`src/logic/sgc_pkg.sv`:
```
// package: offsets, field positions, reset values and timing counts for the global control bits
package sgc_pkg;
  // register indices (byte registers on the plain port)
  localparam logic [7:0] CTRL_ZERO_ADDR = 8'h02;
  localparam logic [7:0] CTRL_ONE_ADDR = 8'h03;
  // control zero fields
  localparam int PHY_MII_EN_BIT = 3;
  localparam int BUF_SHARE_BIT = 2;
  localparam int CONF_DROP_BIT = 1;
  localparam int LINK_AGE_BIT = 0;
  // control one fields
  localparam int PASS_ALL_BIT = 7;
  localparam int TX_FC_DIS_BIT = 5;
  localparam int RX_FC_DIS_BIT = 4;
  localparam int LEN_CHECK_BIT = 3;
  localparam int AGING_EN_BIT = 2;
  // reset values of non-strapped bits
  localparam logic BUF_SHARE_RST = 1'b1;
  localparam logic CONF_DROP_RST = 1'b0;
  localparam logic LINK_AGE_RST = 1'b0;
  localparam logic PASS_ALL_RST = 1'b0;
  localparam logic LEN_CHECK_RST = 1'b0;
  // frame constants
  localparam logic [15:0] PAUSE_TYPE = 16'h8808;
  localparam logic [47:0] PAUSE_DA = 48'h0180_C200_0001;
  localparam logic [15:0] MAX_LEN_FIELD = 16'h05DC;
  // buffer pool
  localparam logic [9:0] POOL_BUFFERS = 10'h0280;
  localparam logic [9:0] PORT_QUOTA = 10'h0080; // one fifth of the pool
  localparam int NUM_PORTS = 5;
  // timing
  localparam int CLK_MHZ = 250;
  localparam int FAST_AGE_US = 800;
  localparam int FAST_AGE_CYC = FAST_AGE_US * CLK_MHZ - 2; // pass runs one more, stays under
  localparam int NORMAL_AGE_S = 300;
  localparam int AGE_TOL_S = 75;
  localparam int AGE_TABLE_DEPTH = 1024;
endpackage

```
`src/logic/sgc_port_gate.sv`:
```
// one port's buffer quota and flow-control resolution
`timescale 1ns/1ps
module sgc_port_gate (
  input wire logic clk,
  input wire logic rst,
  input wire logic buf_share,
  input wire logic tx_fc_dis,
  input wire logic rx_fc_dis,
  input wire logic an_pause,
  input wire logic buf_take,
  input wire logic buf_free,
  output logic buf_ok,
  output logic tx_fc,
  output logic rx_fc
);
  logic [9:0] used; // buffers held by this port

  // count buffers; nothing in the top guards the pool itself
  always_ff @(posedge clk or posedge rst)
  begin
    if (rst)
      used <= 10'h0000;
    else if (buf_take && !buf_free)
      used <= used + 10'h0001;
    else if (buf_free && !buf_take && used != 10'h0000)
      used <= used - 10'h0001;
  end

  // quota applies only when sharing is off
  always_comb
  begin
    buf_ok = buf_share || (used < sgc_pkg::PORT_QUOTA);
  end

  // pause follows negotiation unless disabled by software or by the pause strap
  always_ff @(posedge clk or posedge rst)
  begin
    if (rst)
    begin
      tx_fc <= 1'b0;
      rx_fc <= 1'b0;
    end
    else
    begin
      tx_fc <= an_pause && !tx_fc_dis;
      rx_fc <= an_pause && !rx_fc_dis;
    end
  end

  a_quota_cap: assert property (@(posedge clk) disable iff (rst)
    !buf_share && used >= sgc_pkg::PORT_QUOTA |-> !buf_ok)
    else $error("quota not enforced");
endmodule

```
`src/logic/sgc_global_ctrl.sv`:
```
// top: global control bits of the switch and the logic they steer
// Overview of operation
// - bit set drives PHY MII, clear tri-states
// - sharing on lets ports use whole pool
// - sharing off caps port at one fifth
// - conformance mode drops pause type or DA
// - otherwise drop only real flow-control frames
// - link loss with bit set starts fast aging
// - after fast aging return to normal period
// - unplugged port ages out all addresses
// - pass-all forwards errored frames too, resets zero
// - transmit pause follows negotiation unless disabled
// - receive pause follows negotiation unless disabled
// - one strap loads both pause bits
// - strap low enables pause, high disables
// - length check drops mismatched frames with length field below 05DC
// - aging runs only while enable bit set
// - aging enable default comes from strap
//
// Chosen here: the plain strobed port.
`timescale 1ns/1ps
module sgc_global_ctrl #(
  parameter int FAST_AGE_CYCLES = sgc_pkg::FAST_AGE_CYC,
  parameter int NORMAL_AGE_CYCLES = 1000000
) (
  input wire logic CLK,
  input wire logic RST,
  input wire logic [7:0] ADDR,
  input wire logic [7:0] WDATA,
  input wire logic WR,
  input wire logic RD,
  output logic [7:0] RDATA,
  input wire logic PHY_PORT_ENABLE_STRAP_PIN,
  input wire logic FLOW_CTRL_STRAP_PIN,
  input wire logic AGING_STRAP_PIN,
  input wire logic [4:0] LINK_UP,
  input wire logic [4:0] AN_PAUSE,
  input wire logic [4:0] BUF_TAKE,
  input wire logic [4:0] BUF_FREE,
  output logic [4:0] BUF_OK,
  output logic [4:0] TX_FC,
  output logic [4:0] RX_FC,
  output logic PHY_MII_OE_N,
  input wire logic FRAME_VALID,
  input wire logic [47:0] FRAME_DA,
  input wire logic [15:0] FRAME_TYPE_LEN,
  input wire logic [15:0] FRAME_PAYLOAD_LEN,
  input wire logic FRAME_ERROR,
  input wire logic FRAME_IS_PAUSE,
  output logic FRAME_DROP,
  output logic AGE_TICK,
  output logic AGE_FLUSH,
  output logic FAST_AGING
);
  ////////////////////////////////////////////////////////////////////////////
  // control registers
  logic phy_mii_en; // interface drive enable
  logic buf_share; // shared pool
  logic conf_drop; // conformance drop mode
  logic link_age; // fast age on link loss
  logic pass_all; // debug forwarding
  logic tx_fc_dis; // transmit pause off
  logic rx_fc_dis; // receive pause off
  logic len_check; // length field check
  logic aging_en; // aging on
  logic strap_load; // one cycle after reset release
  logic [7:0] ctrl_zero; // read view
  logic [7:0] ctrl_one; // read view

  // straps are caught by the clock after release, never inside the reset term
  always_ff @(posedge CLK or posedge RST)
  begin
    if (RST)
      strap_load <= 1'b1;
    else
      strap_load <= 1'b0;
  end

  // control zero bits
  always_ff @(posedge CLK or posedge RST)
  begin
    if (RST)
    begin
      phy_mii_en <= 1'b1;
      buf_share <= sgc_pkg::BUF_SHARE_RST;
      conf_drop <= sgc_pkg::CONF_DROP_RST;
      link_age <= sgc_pkg::LINK_AGE_RST;
    end
    else if (strap_load)
      phy_mii_en <= PHY_PORT_ENABLE_STRAP_PIN;
    else if (WR && ADDR == sgc_pkg::CTRL_ZERO_ADDR)
    begin
      phy_mii_en <= WDATA[sgc_pkg::PHY_MII_EN_BIT];
      buf_share <= WDATA[sgc_pkg::BUF_SHARE_BIT];
      conf_drop <= WDATA[sgc_pkg::CONF_DROP_BIT];
      link_age <= WDATA[sgc_pkg::LINK_AGE_BIT];
    end
  end

  // control one bits; a write in the strap cycle loses, which cannot happen legally
  always_ff @(posedge CLK or posedge RST)
  begin
    if (RST)
    begin
      pass_all <= sgc_pkg::PASS_ALL_RST;
      tx_fc_dis <= 1'b1; // pause held off until the strap lands, no glitch
      rx_fc_dis <= 1'b1; // same for receive
      len_check <= sgc_pkg::LEN_CHECK_RST;
      aging_en <= 1'b1;
    end
    else if (strap_load)
    begin
      tx_fc_dis <= FLOW_CTRL_STRAP_PIN;
      rx_fc_dis <= FLOW_CTRL_STRAP_PIN;
      aging_en <= AGING_STRAP_PIN;
    end
    else if (WR && ADDR == sgc_pkg::CTRL_ONE_ADDR)
    begin
      pass_all <= WDATA[sgc_pkg::PASS_ALL_BIT];
      tx_fc_dis <= WDATA[sgc_pkg::TX_FC_DIS_BIT];
      rx_fc_dis <= WDATA[sgc_pkg::RX_FC_DIS_BIT];
      len_check <= WDATA[sgc_pkg::LEN_CHECK_BIT];
      aging_en <= WDATA[sgc_pkg::AGING_EN_BIT];
    end
  end

  // read views; unused bits of these registers read zero here
  always_comb
  begin
    ctrl_zero = 8'h00;
    ctrl_zero[sgc_pkg::PHY_MII_EN_BIT] = phy_mii_en;
    ctrl_zero[sgc_pkg::BUF_SHARE_BIT] = buf_share;
    ctrl_zero[sgc_pkg::CONF_DROP_BIT] = conf_drop;
    ctrl_zero[sgc_pkg::LINK_AGE_BIT] = link_age;
    ctrl_one = 8'h00;
    ctrl_one[sgc_pkg::PASS_ALL_BIT] = pass_all;
    ctrl_one[sgc_pkg::TX_FC_DIS_BIT] = tx_fc_dis;
    ctrl_one[sgc_pkg::RX_FC_DIS_BIT] = rx_fc_dis;
    ctrl_one[sgc_pkg::LEN_CHECK_BIT] = len_check;
    ctrl_one[sgc_pkg::AGING_EN_BIT] = aging_en;
  end

  // read data stand one cycle after the strobe and only then
  always_ff @(posedge CLK or posedge RST)
  begin
    if (RST)
      RDATA <= 8'h00;
    else if (RD && ADDR == sgc_pkg::CTRL_ZERO_ADDR)
      RDATA <= ctrl_zero;
    else if (RD && ADDR == sgc_pkg::CTRL_ONE_ADDR)
      RDATA <= ctrl_one;
    else
      RDATA <= 8'h00; // unmapped or idle
  end

  ////////////////////////////////////////////////////////////////////////////
  // phy-mode interface drive

  // output enable is active low: low while driving
  always_ff @(posedge CLK or posedge RST)
  begin
    if (RST)
      PHY_MII_OE_N <= 1'b1;
    else
      PHY_MII_OE_N <= !phy_mii_en;
  end

  ////////////////////////////////////////////////////////////////////////////
  // per-port buffer quota and pause resolution
  logic [4:0] buf_ok_c; // combinational grant per port
  logic [4:0] tx_fc_c; // resolved pause
  logic [4:0] rx_fc_c;

  for (genvar p = 0; p < sgc_pkg::NUM_PORTS; p++)
  begin : g_port
    sgc_port_gate u_gate (
      .clk(CLK),
      .rst(RST),
      .buf_share(buf_share),
      .tx_fc_dis(tx_fc_dis),
      .rx_fc_dis(rx_fc_dis),
      .an_pause(AN_PAUSE[p]),
      .buf_take(BUF_TAKE[p]),
      .buf_free(BUF_FREE[p]),
      .buf_ok(buf_ok_c[p]),
      .tx_fc(tx_fc_c[p]),
      .rx_fc(rx_fc_c[p])
    );
  end

  // register the grants so every output leaves a flip-flop
  always_ff @(posedge CLK or posedge RST)
  begin
    if (RST)
    begin
      BUF_OK <= 5'h00;
      TX_FC <= 5'h00;
      RX_FC <= 5'h00;
    end
    else
    begin
      BUF_OK <= buf_ok_c;
      TX_FC <= tx_fc_c;
      RX_FC <= rx_fc_c;
    end
  end

  ////////////////////////////////////////////////////////////////////////////
  // frame filter
  logic conf_hit; // pause type or reserved group address
  logic len_bad; // length field mismatch
  logic next_drop;

  // drop decision for one frame, presented for one cycle
  always_comb
  begin
    conf_hit = FRAME_TYPE_LEN == sgc_pkg::PAUSE_TYPE || FRAME_DA == sgc_pkg::PAUSE_DA;
    len_bad = len_check && FRAME_TYPE_LEN < sgc_pkg::MAX_LEN_FIELD
      && FRAME_TYPE_LEN != FRAME_PAYLOAD_LEN;
    next_drop = 1'b0;
    if (FRAME_VALID)
    begin
      if (conf_drop ? conf_hit : FRAME_IS_PAUSE)
        next_drop = 1'b1;
      else if (pass_all)
        next_drop = 1'b0;
      else if (FRAME_ERROR || len_bad)
        next_drop = 1'b1;
    end
  end

  // one-cycle drop pulse after the frame strobe
  always_ff @(posedge CLK or posedge RST)
  begin
    if (RST)
      FRAME_DROP <= 1'b0;
    else
      FRAME_DROP <= next_drop;
  end

  ////////////////////////////////////////////////////////////////////////////
  // aging timer
  logic [4:0] link_q; // link state last cycle
  logic link_lost; // any port went down
  logic [31:0] age_cnt; // cycles since the last tick
  logic [31:0] age_limit;

  // remember link state for the fall detector
  always_ff @(posedge CLK or posedge RST)
  begin
    if (RST)
      link_q <= 5'h00;
    else
      link_q <= LINK_UP;
  end

  always_comb
  begin
    link_lost = |(link_q & ~LINK_UP);
    age_limit = FAST_AGING ? 32'(FAST_AGE_CYCLES) : 32'(NORMAL_AGE_CYCLES);
  end

  // unplug flushes the table; fast aging starts only when the bit is set
  always_ff @(posedge CLK or posedge RST)
  begin
    if (RST)
      AGE_FLUSH <= 1'b0;
    else
      AGE_FLUSH <= link_lost;
  end

  // fast cycle ends after one pass, then normal period resumes
  always_ff @(posedge CLK or posedge RST)
  begin
    if (RST)
      FAST_AGING <= 1'b0;
    else if (link_lost && link_age && aging_en)
      FAST_AGING <= 1'b1;
    else if (FAST_AGING && age_cnt >= age_limit)
      FAST_AGING <= 1'b0;
  end

  // tick counter frozen while aging is disabled
  always_ff @(posedge CLK or posedge RST)
  begin
    if (RST)
    begin
      age_cnt <= 32'h0000_0000;
      AGE_TICK <= 1'b0;
    end
    else if (!aging_en)
    begin
      AGE_TICK <= 1'b0;
    end
    else if (link_lost && link_age)
    begin
      age_cnt <= 32'h0000_0000;
      AGE_TICK <= 1'b0;
    end
    else if (age_cnt >= age_limit)
    begin
      age_cnt <= 32'h0000_0000;
      AGE_TICK <= 1'b1;
    end
    else
    begin
      age_cnt <= age_cnt + 32'h0000_0001;
      AGE_TICK <= 1'b0;
    end
  end

  ////////////////////////////////////////////////////////////////////////////
  // checks
  a_mii_drive: assert property (@(posedge CLK) disable iff (RST)
    !strap_load |=> PHY_MII_OE_N == !$past(phy_mii_en))
    else $error("mii enable not followed");
  a_conf_drop: assert property (@(posedge CLK) disable iff (RST)
    FRAME_VALID && conf_drop && FRAME_TYPE_LEN == sgc_pkg::PAUSE_TYPE |=> FRAME_DROP)
    else $error("conformance frame kept");
  a_pause_drop: assert property (@(posedge CLK) disable iff (RST)
    FRAME_VALID && !conf_drop && FRAME_IS_PAUSE |=> FRAME_DROP)
    else $error("pause frame kept");
  a_pass_errors: assert property (@(posedge CLK) disable iff (RST)
    FRAME_VALID && pass_all && !FRAME_IS_PAUSE && !conf_drop |=> !FRAME_DROP)
    else $error("pass-all dropped a frame");
  a_len_drop: assert property (@(posedge CLK) disable iff (RST)
    FRAME_VALID && !pass_all && len_bad |=> FRAME_DROP)
    else $error("length mismatch kept");
  a_tx_pause_off: assert property (@(posedge CLK) disable iff (RST)
    tx_fc_dis && $past(tx_fc_dis) |=> TX_FC == 5'h00)
    else $error("tx pause while disabled");
  a_rx_pause_off: assert property (@(posedge CLK) disable iff (RST)
    rx_fc_dis && $past(rx_fc_dis) |=> RX_FC == 5'h00)
    else $error("rx pause while disabled");
  a_strap_load: assert property (@(posedge CLK) disable iff (RST)
    strap_load |=> tx_fc_dis == $past(FLOW_CTRL_STRAP_PIN)
      && rx_fc_dis == $past(FLOW_CTRL_STRAP_PIN))
    else $error("pause strap not loaded");
  a_aging_hold: assert property (@(posedge CLK) disable iff (RST)
    !aging_en |=> !AGE_TICK && $stable(age_cnt))
    else $error("aging ran while disabled");
  a_fast_start: assert property (@(posedge CLK) disable iff (RST)
    link_lost && link_age && aging_en |=> FAST_AGING && AGE_FLUSH)
    else $error("fast aging not started");
  c_fast_age: cover property (@(posedge CLK) disable iff (RST) $fell(FAST_AGING));
  c_drop: cover property (@(posedge CLK) disable iff (RST) FRAME_DROP);
  c_write_one: cover property (@(posedge CLK) disable iff (RST)
    WR && ADDR == sgc_pkg::CTRL_ONE_ADDR);
endmodule

```
`config.mk`:
```
export PLATFORM = sky130hd
export DESIGN_NAME = sgc_global_ctrl
export DESIGN_NICKNAME = d
export VERILOG_FILES = /design/src/logic/sgc_pkg.sv /design/src/logic/sgc_port_gate.sv /design/src/logic/sgc_global_ctrl.sv
export SDC_FILE = /design/constraint.sdc
export NUM_CORES = 1
export LEC_CHECK = 0
export ABC_CLOCK_PERIOD_IN_PS = 7000
export BUFFER_PORTS_ARGS = -buffer_cell sky130_fd_sc_hd__buf_2
export CAP_MARGIN = 25
export CORE_UTILIZATION = 60
export CTS_CLUSTER_SIZE = 12
export DETAILED_ROUTE_END_ITERATION = 8
export GPL_ROUTABILITY_DRIVEN = 0
export HOLD_SLACK_MARGIN = 0.02
export PLACE_DENSITY = 0.95
export SYNTH_ARGS = -nofsm -noshare
export SYNTH_HDL_FRONTEND = slang
export SYNTH_SLANG_ARGS = --single-unit
export TNS_END_PERCENT = 20
```
`constraint.sdc`:
```
create_clock -name CLK -period 7 [get_ports CLK]
set_clock_uncertainty 0.15 [all_clocks]
set_input_delay 0.7 -clock CLK [delete_from_list [all_inputs] [get_ports CLK]]
set_output_delay 0.7 -clock CLK [all_outputs]
set_load 0.02 [all_outputs]
```
-- Word-level counts from Yosys, hierarchy flattened
Cells that the tools add are included.
- add/subtract/negate cells: 11
- $lt $le $gt $ge: 7
- equal/unequal tests: 5
- mux-type cells: 33
- bitwise operators: 3
- reductions and logical operators: 70
- operators with widths (cell ; number):
    $mux 10 ; 10
    $mux 32 ; 2
    $add 10x1->10 const B ; 5
    $lt 10x8->1 const B ; 5
    $reduce_bool 10->1 ; 5
    $sub 10x1->10 const B ; 5
    $eq 48x41->1 const B ; 1
    $logic_and 1x1->1 ; 34
    $add 32x1->32 const B ; 1
    $ge 32x20->1 ; 1
    $mux 20 ; 1
    $mux 1 ; 18
    $eq 16x16->1 const B ; 1
    $eq 8x2->1 const B ; 2
    $lt 16x11->1 const B ; 1
    $mux 8 ; 2
    $ne 16x16->1 ; 1
    $reduce_bool 2->1 ; 8
    $logic_not 1->1 ; 13
    $logic_or 1x1->1 ; 7
    $and 5x5->5 ; 1
    $not 5->5 ; 1
    $reduce_or 5->1 ; 1
    $reduce_and 2->1 ; 2
    $not 1->1 ; 1
- register bits after elaboration: 135
- input bits: 126
- output and inout bits: 28
- word-level logic and storage cells: 165

-- Depth between registers and ports, before layout
Gate-level depths: netlist (run 1).
- depth in word-level cells: 8
- mapped depth: 9
- gate-level depth less buffers: 9

-- Cells and area by module
A second synthesis (run 1) with hierarchy kept.
- cells, all modules: 802
- area total of the unflattened synthesis: 8146.6 um^2
- modules (own cells, without submodules) (module ; instances ; cells an instance ; area an instance (um^2)):
    sgc_port_gate ; 5 ; 92 ; 903.4
    sgc_global_ctrl ; 1 ; 342 ; 3629.7

-- Least setup slack after synthesis (run 1)
OpenSTA, ideal clock, no wires.
- path type: input to register
- start: input port BUF_TAKE[4]
- end: register g_port[4].u_gate.used[8]
- setup time: 95 ps
- data arrival time: 2526 ps
- data required time: 6755 ps
- slack: 4229 ps
- stages: 9
- cell sequence: nor2b_1 inv_1 fa_1 a211oi_1 nor2_1 o21a_1 o31a_1 o21a_1 o31ai_1
- longest elaborated chain between the ends: 4
- elaborated cells on any way between the ends: 6
- RTL lines (what ; RTL line ; source):
    from (decl) ; sgc_global_ctrl.sv:38 ; input wire logic [4:0] BUF_TAKE,
    $logic_not 1->1 ; sgc_port_gate.sv:25 ; else if (buf_free && !buf_take && used != 10'h0000)
    $logic_and 1x1->1 (2 in series) ; sgc_port_gate.sv:25 ;
    $reduce_bool 2->1 (no source line) ; n/a ;
    to (signal assigned) ; sgc_port_gate.sv:24 ; used <= used + 10'h0001;
    to (signal assigned) ; sgc_port_gate.sv:26 ; used <= used - 10'h0001;
    to (decl) ; sgc_port_gate.sv:16 ; logic [9:0] used;
Parallel ways exist; a longest one is shown, timed or not.
A chain may end at the register's enable or synchronous reset.

-- Worst setup path after layout (run 1)
- start: register FAST_AGING
- end: register age_cnt[20]
- longest elaborated chain between the ends: 4
- RTL lines (what ; RTL line ; source):
    from (decl) ; sgc_global_ctrl.sv:53 ; output logic FAST_AGING
    from (signal assigned) ; sgc_global_ctrl.sv:276 ; FAST_AGING <= 1'b0;
    from (signal assigned) ; sgc_global_ctrl.sv:278 ; FAST_AGING <= 1'b1;
    from (signal assigned) ; sgc_global_ctrl.sv:280 ; FAST_AGING <= 1'b0;
    $mux 20 ; sgc_global_ctrl.sv:260 ; age_limit = FAST_AGING ? 32'(FAST_AGE_CYCLES) : 32'(NORMAL_AGE_CYCLES);
    $ge 32x20->1 ; sgc_global_ctrl.sv:300 ; else if (age_cnt >= age_limit)
    $mux 32 ; sgc_global_ctrl.sv:300 ;
    $mux 32 ; sgc_global_ctrl.sv:295 ; else if (link_lost && link_age)
    to (signal assigned) ; sgc_global_ctrl.sv:307 ; age_cnt <= age_cnt + 32'h0000_0001;
    to (decl) ; sgc_global_ctrl.sv:245 ; logic [31:0] age_cnt;
No other way between the ends.

==> results of run 1 <==
-- report_power, final --
group	internal, mW	switching [mW]
clock network	0.573	0.348
registers	0.989	0.235
logic	0.684	0.819
total	2.25	1.40
-- worst register-to-register path, cell delays in order (launching register included) --
cell	delay [ns]
dfrtp_1	0.57
inv_1	0.25
ha_1	0.39
o21ai_0	0.23
o21ai_0	0.17
a211oi_1	0.41
o2111a_2	0.49
nand3_2	0.34
o41ai_2	0.36
-- registers in the layout, indices dropped and copies added (netlist names), 5 cells and up --
| register | cells |
|---|---|
| g_port.u_gate.used | 50 |
| age_cnt | 32 |
| RDATA | 7 |
| BUF_OK | 5 |
| RX_FC | 5 |
| TX_FC | 5 |
| g_port.u_gate.rx_fc | 5 |
| g_port.u_gate.tx_fc | 5 |
| link_q | 5 |
-- layout make-up --
| cell class | count | area [sq um] |
|---|---|---|
| Multi-Input combinational cell | 578 | 4090 |
| Sequential cell | 134 | 3360 |
| Fill cell | 778 | 3050 |
| Timing Repair Buffer | 154 | 778 |
| Clock buffer | 19 | 443 |
| Tap cell | 168 | 210 |
| Clock inverter | 13 | 174 |
| Inverter | 37 | 144 |
| Antenna cell | 2 | 5.00 |
-- worst max-delay path by stage --
stage                           start                                    to  cells past startpoint
2_1_floorplan                     RST                   AGE_FLUSH$_DFF_PP0_                      1
3_3_place_gp              BUF_TAKE[4]  g_port[4].u_gate.used[8]$_DFFE_PP0P_                     10
3_5_place_dp              BUF_FREE[4]  g_port[4].u_gate.used[8]$_DFFE_PP0P_                     10
4_1_cts        FAST_AGING$_DFFE_PP0P_               age_cnt[20]$_DFFE_PP0P_                      8
5_1_grt        FAST_AGING$_DFFE_PP0P_               age_cnt[20]$_DFFE_PP0P_                      8
6_report       FAST_AGING$_DFFE_PP0P_               age_cnt[20]$_DFFE_PP0P_                      8
-- metrics by stage --
stage | util | hold slack (ns) | setup WS [ns]
2_1_floorplan | - | 0.181 | 2.58
3_3_place_gp | 0.700 | 0.181 | 3.97
3_5_place_dp | 0.700 | 0.186 | 3.93
4_1_cts | 0.750 | 0.199 | 3.67
5_1_grt | 0.751 | 0.207 | 3.39
6_report | 0.751 | 0.194 | 3.54
-- metal layers --
metal / vias to the layer above / track usage
met4: 0 / 0.178
met2: 322 / 0.512
met3: 74 / 0.0770
met5: - / 0
li1: 3121 / -
met1: 3229 / 0.419
-- logic make-up after synthesis --
kind of cell	after synthesis	synth area share
fa+ha+maj	59	0.101
other cells	1	0.000489
mux	22	0.0306
simple gates	261	0.177
xor+xnor	64	0.0730
compound gates	170	0.150
flops	134	0.438
buf+inv	52	0.0293
-- cells in the mapped netlist (2+ instances only) --
master,instances
ha_1,54
or3_1,2
inv_1,37
o2111ai_1,3
and2_1,6
xnor2_1,39
a211oi_1,11
o22ai_1,3
nor2b_1,26
o221ai_1,7
dfrtp_1,127
a22o_1,2
o31ai_1,3
nor4b_1,8
nor4_1,23
and3_1,7
o211ai_1,4
or2_2,8
fa_1,5
nor3_1,24
nand4_1,27
o21bai_1,5
nand3_1,21
o41ai_1,2
mux2i_1,10
o221ai_2,2
nor2_1,44
o21a_1,6
a21boi_0,2
buf_4,2
o311a_1,2
mux2_2,12
clkbuf_1,9
a311oi_1,5
a21o_1,12
dfstp_2,7
a21oi_1,25
buf_6,3
o21ai_0,56
nand2_1,58
xor2_1,25
o2bb2ai_1,5
a31oi_1,7
==> out/results.tsv, run 1 <==
metric	value	unit
cts hold-fix bufs	0	
syn avg cell area	10.1	sq um
ANT nets after route	0	
final hold viol count	0	
Max VDD drop	305	uV
max-capacitance violation count	0	
Post-synth EDFFs	0	
dominant synthesized flop cell	dfrtp_1	
cell row count	40	
Syn Inst Count	763	
ratio of cells with drive above 1 in the final layout	0.240	
I/O pin count	154	
clk_lat worst skew	0.43	ns
post-CTS resize count	0	
highest metal used	met4	
RSZ-0062 raised after global routing	false	
commonest non-fill, non-tap cells in the layout	151 x buf_2, 127 x dfrtp_1, 58 x nand2_1	
area leader, netlist	dfrtp_1	
IO buf count	151	
Sink Count	134	
Layout area overhead	20.0	%
Post-Layout Cell Count	1105	
Slew headroom	0.335	
Final period util	0.494	
met2 wire len	9.74	mm
nets	1107	
largest net degree at the start of global routing	71	
Post-CTS Setup Bufs	0	
Max Clk Rate	0.289	GHz
Wirelength per Cell	18.2	microns
fin area	0.00921	sq mm
Worst Path Arrival	3.64	ns
first-pass GRT wire length	32.9	mm
hold crit path type	primary input to async pin	
Post-Place Cells	1070	
Crit path max-delay family	compound AO/OA/AOI/OAI gates	
Synth top area share	0.414	
Critical Path RT	7.18	ns
DRT Wirelength	20.1	mm
HPWL Detailed	13.3	mm
Synth warnings	0	
vias per inst	6.10	
crit path launch type	register	
vias	6746	
die height	115	microns
# DRC	0	
CTS buffer count	17	
Die Area	0.0133	sq mm
asr flop ratio synth	1.00	
setup tns final	0	ns
initial drt markers	581	
H-tree lvl count	4	
Final Slew Violations	0	
Initial Util	0.626	
initial antenna violation count	0	
synthesis-stage register bit count	134	
CP max stage cell	dfrtp_1	
reg2reg end	age_cnt[20]$_DFFE_PP0P_	
final total power	3.65	mW
Total GRT Usage	0.326	
most common cell after layout, fill and taps aside	buf_2	
R2R setup slack	3.54	ns
Worst Path Max Fanout	14	
CP max stage delay	0.57	ns
met3 wire len	1.52	mm
CP cell instances	inv_1, ha_1, o21ai_0, o21ai_0, a211oi_1, o2111a_2, nand3_2, o41ai_2	
Worst Reg-to-Reg Cells	8	
Die Width	115	microns
reg2reg start	FAST_AGING$_DFFE_PP0P_	
Synth cell types	60	
min cycle time layout	3.46	ns
crit path buf inv count	1	
GR Overflow Total	0	
Leak	4.31	nW
vias in the first global route	6708	
Clock Path Buffers	2	
DRT Pass-1 Iters	6	
status	complete, no violations	
sequential area share after synthesis	0.438	
core area	0.0123	sq mm
Least-Margin Pin Slew	0.993	ns
Clock transition at path regs	0.06	ns
kind of critical path	register to register	
mapped cell area	0.00768	sq mm
CTS tree	done	
placed instance area	0.00858	sq mm
Power Dens Cells	396	mW/mm^2
met1 WL	8.11	mm
cell mode on critical path	o21ai_0	
Critical Path Sink Type	register	
Synth area leaders	dfrtp_1 41%, ha_1 8.8%, xnor2_1 4.4%	
# setup viols final	0	
root buffer cell	clkbuf_16	
(Power assumes the default switching activity.)
==> run 2: changes to the inputs <==
- ABC_CLOCK_PERIOD_IN_PS: 7000 -> 3300
- CORE_UTILIZATION: 60 -> 56
- PLACE_DENSITY: 0.95 -> 0.9
- clock period: 7 -> 3.3 ns (I/O delays scaled with it)
==> out/results.tsv, run 2 (synthesized netlist as in run 1, its figures left out) <==
metric	value	unit	change
status	complete, no violations		
fin area	0.00944	sq mm	+2.5%
die height	119	microns	+3.4%
reg2reg start	FAST_AGING$_DFFE_PP0P_		
Worst Path Arrival	3.24	ns	-0.40 ns
max reg flops	50		unchanged
largest net degree at the start of global routing	46		-35%
first-pass GRT wire length	31.1	mm	-5.2%
vias per inst	5.78		-5.2%
HPWL Detailed	12.9	mm	-2.9%
Critical Path Sink Type	register		
CP cell instances	inv_1, ha_1, or4b_1, nor4_1, o41ai_1, a31o_2, nand3_2, o221ai_2		
max-capacitance violation count	0		unchanged
crit path buf inv count	1		unchanged
Die Area	0.0142	sq mm	+7.0%
ant diodes	0		-2
placed instance area	0.00868	sq mm	+1.1%
Crit path max-delay family	simple AND/OR/NAND/NOR gates		
Worst path depth	8		unchanged
fin util	0.710		-0.0413
ratio of cells with drive above 1 in the final layout	0.243		+0.00392
kind of critical path	register to register		
Die Width	119	microns	+3.4%
final hold viol count	0		unchanged
initial drt markers	492		-15%
# DRC	0		unchanged
RSZ-0062 raised after global routing	false		
Initial Util	0.577		-0.0487
Critical Path RT	3.44	ns	-3.74 ns
Clock Path Buffers	2		unchanged
vias in the first global route	6537		-2.5%
setup tns final	0	ns	unchanged
Sink Count	134		unchanged
min cycle time layout	3.10	ns	-0.356 ns
largest registers	g_port.u_gate.used (50), age_cnt (32), RDATA (7)		
Worst Path Max Fanout	14		unchanged
Final period util	0.940		+0.446
Leak	4.43	nW	+2.7%
R2R setup slack	0.20	ns	-3.34 ns
# setup viols final	0		unchanged
most common cell after layout, fill and taps aside	buf_2		
# fillers	929		+19%
CTS tree	done		
Hold Slack	0.0332	ns	-0.160 ns
Total GRT Usage	0.277		-0.0490
Reg with most FFs	g_port.u_gate.used		
crit path launch type	register		
commonest non-fill, non-tap cells in the layout	151 x buf_2, 127 x dfrtp_1, 58 x nand2_1		
reg2reg end	age_cnt[19]$_DFFE_PP0P_		
CTS buffer count	17		unchanged
DRT Wirelength	18.5	mm	-7.8%
hold crit path type	primary input to register		
ANT nets after route	0		unchanged
DRT Pass-1 Iters	5		-1
GR Overflow Total	0		unchanged
vias	6577		-2.5%
CP startpoint	FAST_AGING$_DFFE_PP0P_		
Least-Margin Pin Slew	0.690	ns	-0.303 ns
CP max stage delay	0.56	ns	about the same
Power Dens Cells	800	mW/mm^2	+100%
I/O pin count	154		unchanged
Layout area overhead	22.9	%	
H-tree lvl count	4		unchanged
Worst Reg-to-Reg Cells	8		unchanged
Wirelength per Cell	16.3	microns	-10%
Max Clk Rate	0.322	GHz	+11%
Slew headroom	0.536		+0.200
root buffer cell	clkbuf_16		
clk_lat worst skew	0.42	ns	about the same
Max VDD drop	542	uV	+78%
Final Slew Violations	0		unchanged
CP max stage cell	dfrtp_1		
core area	0.0133	sq mm	+8.4%
initial antenna violation count	0		unchanged
IO buf count	151		unchanged
cell row count	42		+5.0%
Clock transition at path regs	0.06	ns	about the same
nets	1133		+2.3%
crit path capture	age_cnt[19]$_DFFE_PP0P_		
## run 2: metrics by stage
stage / std cells / worst slack [ns] / total power, mW
2_1_floorplan: 764 / 0.652 / 4.90
3_3_place_gp: 1088 / 0.404 / 5.44
3_5_place_dp: 1088 / 0.368 / 5.60
4_1_cts: 1137 / 0.281 / 7.56
5_1_grt: 1137 / 0.0845 / 8.12
6_report: 1137 / 0.198 / 7.55
## run 2: worst reg2reg max path: stages (launching register included)
cell and delay, ns:
dfrtp_1 0.56, inv_1 0.24, ha_1 0.36, or4b_1 0.48, nor4_1 0.24, o41ai_1 0.11, a31o_2 0.35, nand3_2 0.32
o221ai_2 0.15
## run 2: how the worst min path moves through the flow
stage,slack (ns),endpoint,start,cells past startpoint
2_1_floorplan,0.18,RX_FC[0]$_DFF_PP0_,g_port[0].u_gate.rx_fc$_DFF_PP0_,0
3_3_place_gp,0.18,RX_FC[1]$_DFF_PP0_,g_port[1].u_gate.rx_fc$_DFF_PP0_,0
3_5_place_dp,0.19,RX_FC[3]$_DFF_PP0_,g_port[3].u_gate.rx_fc$_DFF_PP0_,0
4_1_cts,0.02,rx_fc_dis$_DFFE_PP1P_,FLOW_CTRL_STRAP_PIN,3
5_1_grt,0.02,tx_fc_dis$_DFFE_PP1P_,FLOW_CTRL_STRAP_PIN,3
6_report,0.03,rx_fc_dis$_DFFE_PP1P_,FLOW_CTRL_STRAP_PIN,3
## run 2: cell type report
| cell class | instances | area, sq um | area share |
|---|---|---|---|
| Timing Repair Buffer | 180 | 1030 | 0.109 |
| Tap cell | 176 | 220 | 0.0233 |
| Clock inverter | 13 | 138 | 0.0146 |
| Inverter | 37 | 143 | 0.0151 |
| Clock buffer | 19 | 453 | 0.0480 |
| Sequential cell | 134 | 3360 | 0.356 |
| Multi-Input combinational cell | 578 | 4090 | 0.434 |
## run 2: power breakdown
| group | total (mW) | internal, mW | leakage (nW) | switching [mW] |
|---|---|---|---|---|
| sequential | 2.56 | 2.10 | 1.70 | 0.463 |
| clock | 1.87 | 1.10 | 0.285 | 0.774 |
| combinational | 3.12 | 1.47 | 2.44 | 1.65 |
## run 2: repair_timing
action / CTS / global route
endpoints found under the hold margin: 44 / 0
setup buffers: 0 / 0
hold buffers: 17 / 0
gates resized for setup: 0 / 0
## run 2: routing by layer
metal / vias to the layer above / GRT usage / wire length (microns)
met5: - / 0 / 0
met4: 0 / 0.116 / 546
met3: 51 / 0.0680 / 1150
met2: 204 / 0.447 / 8810
met1: 3153 / 0.354 / 7970
li1: 3169 / - / -
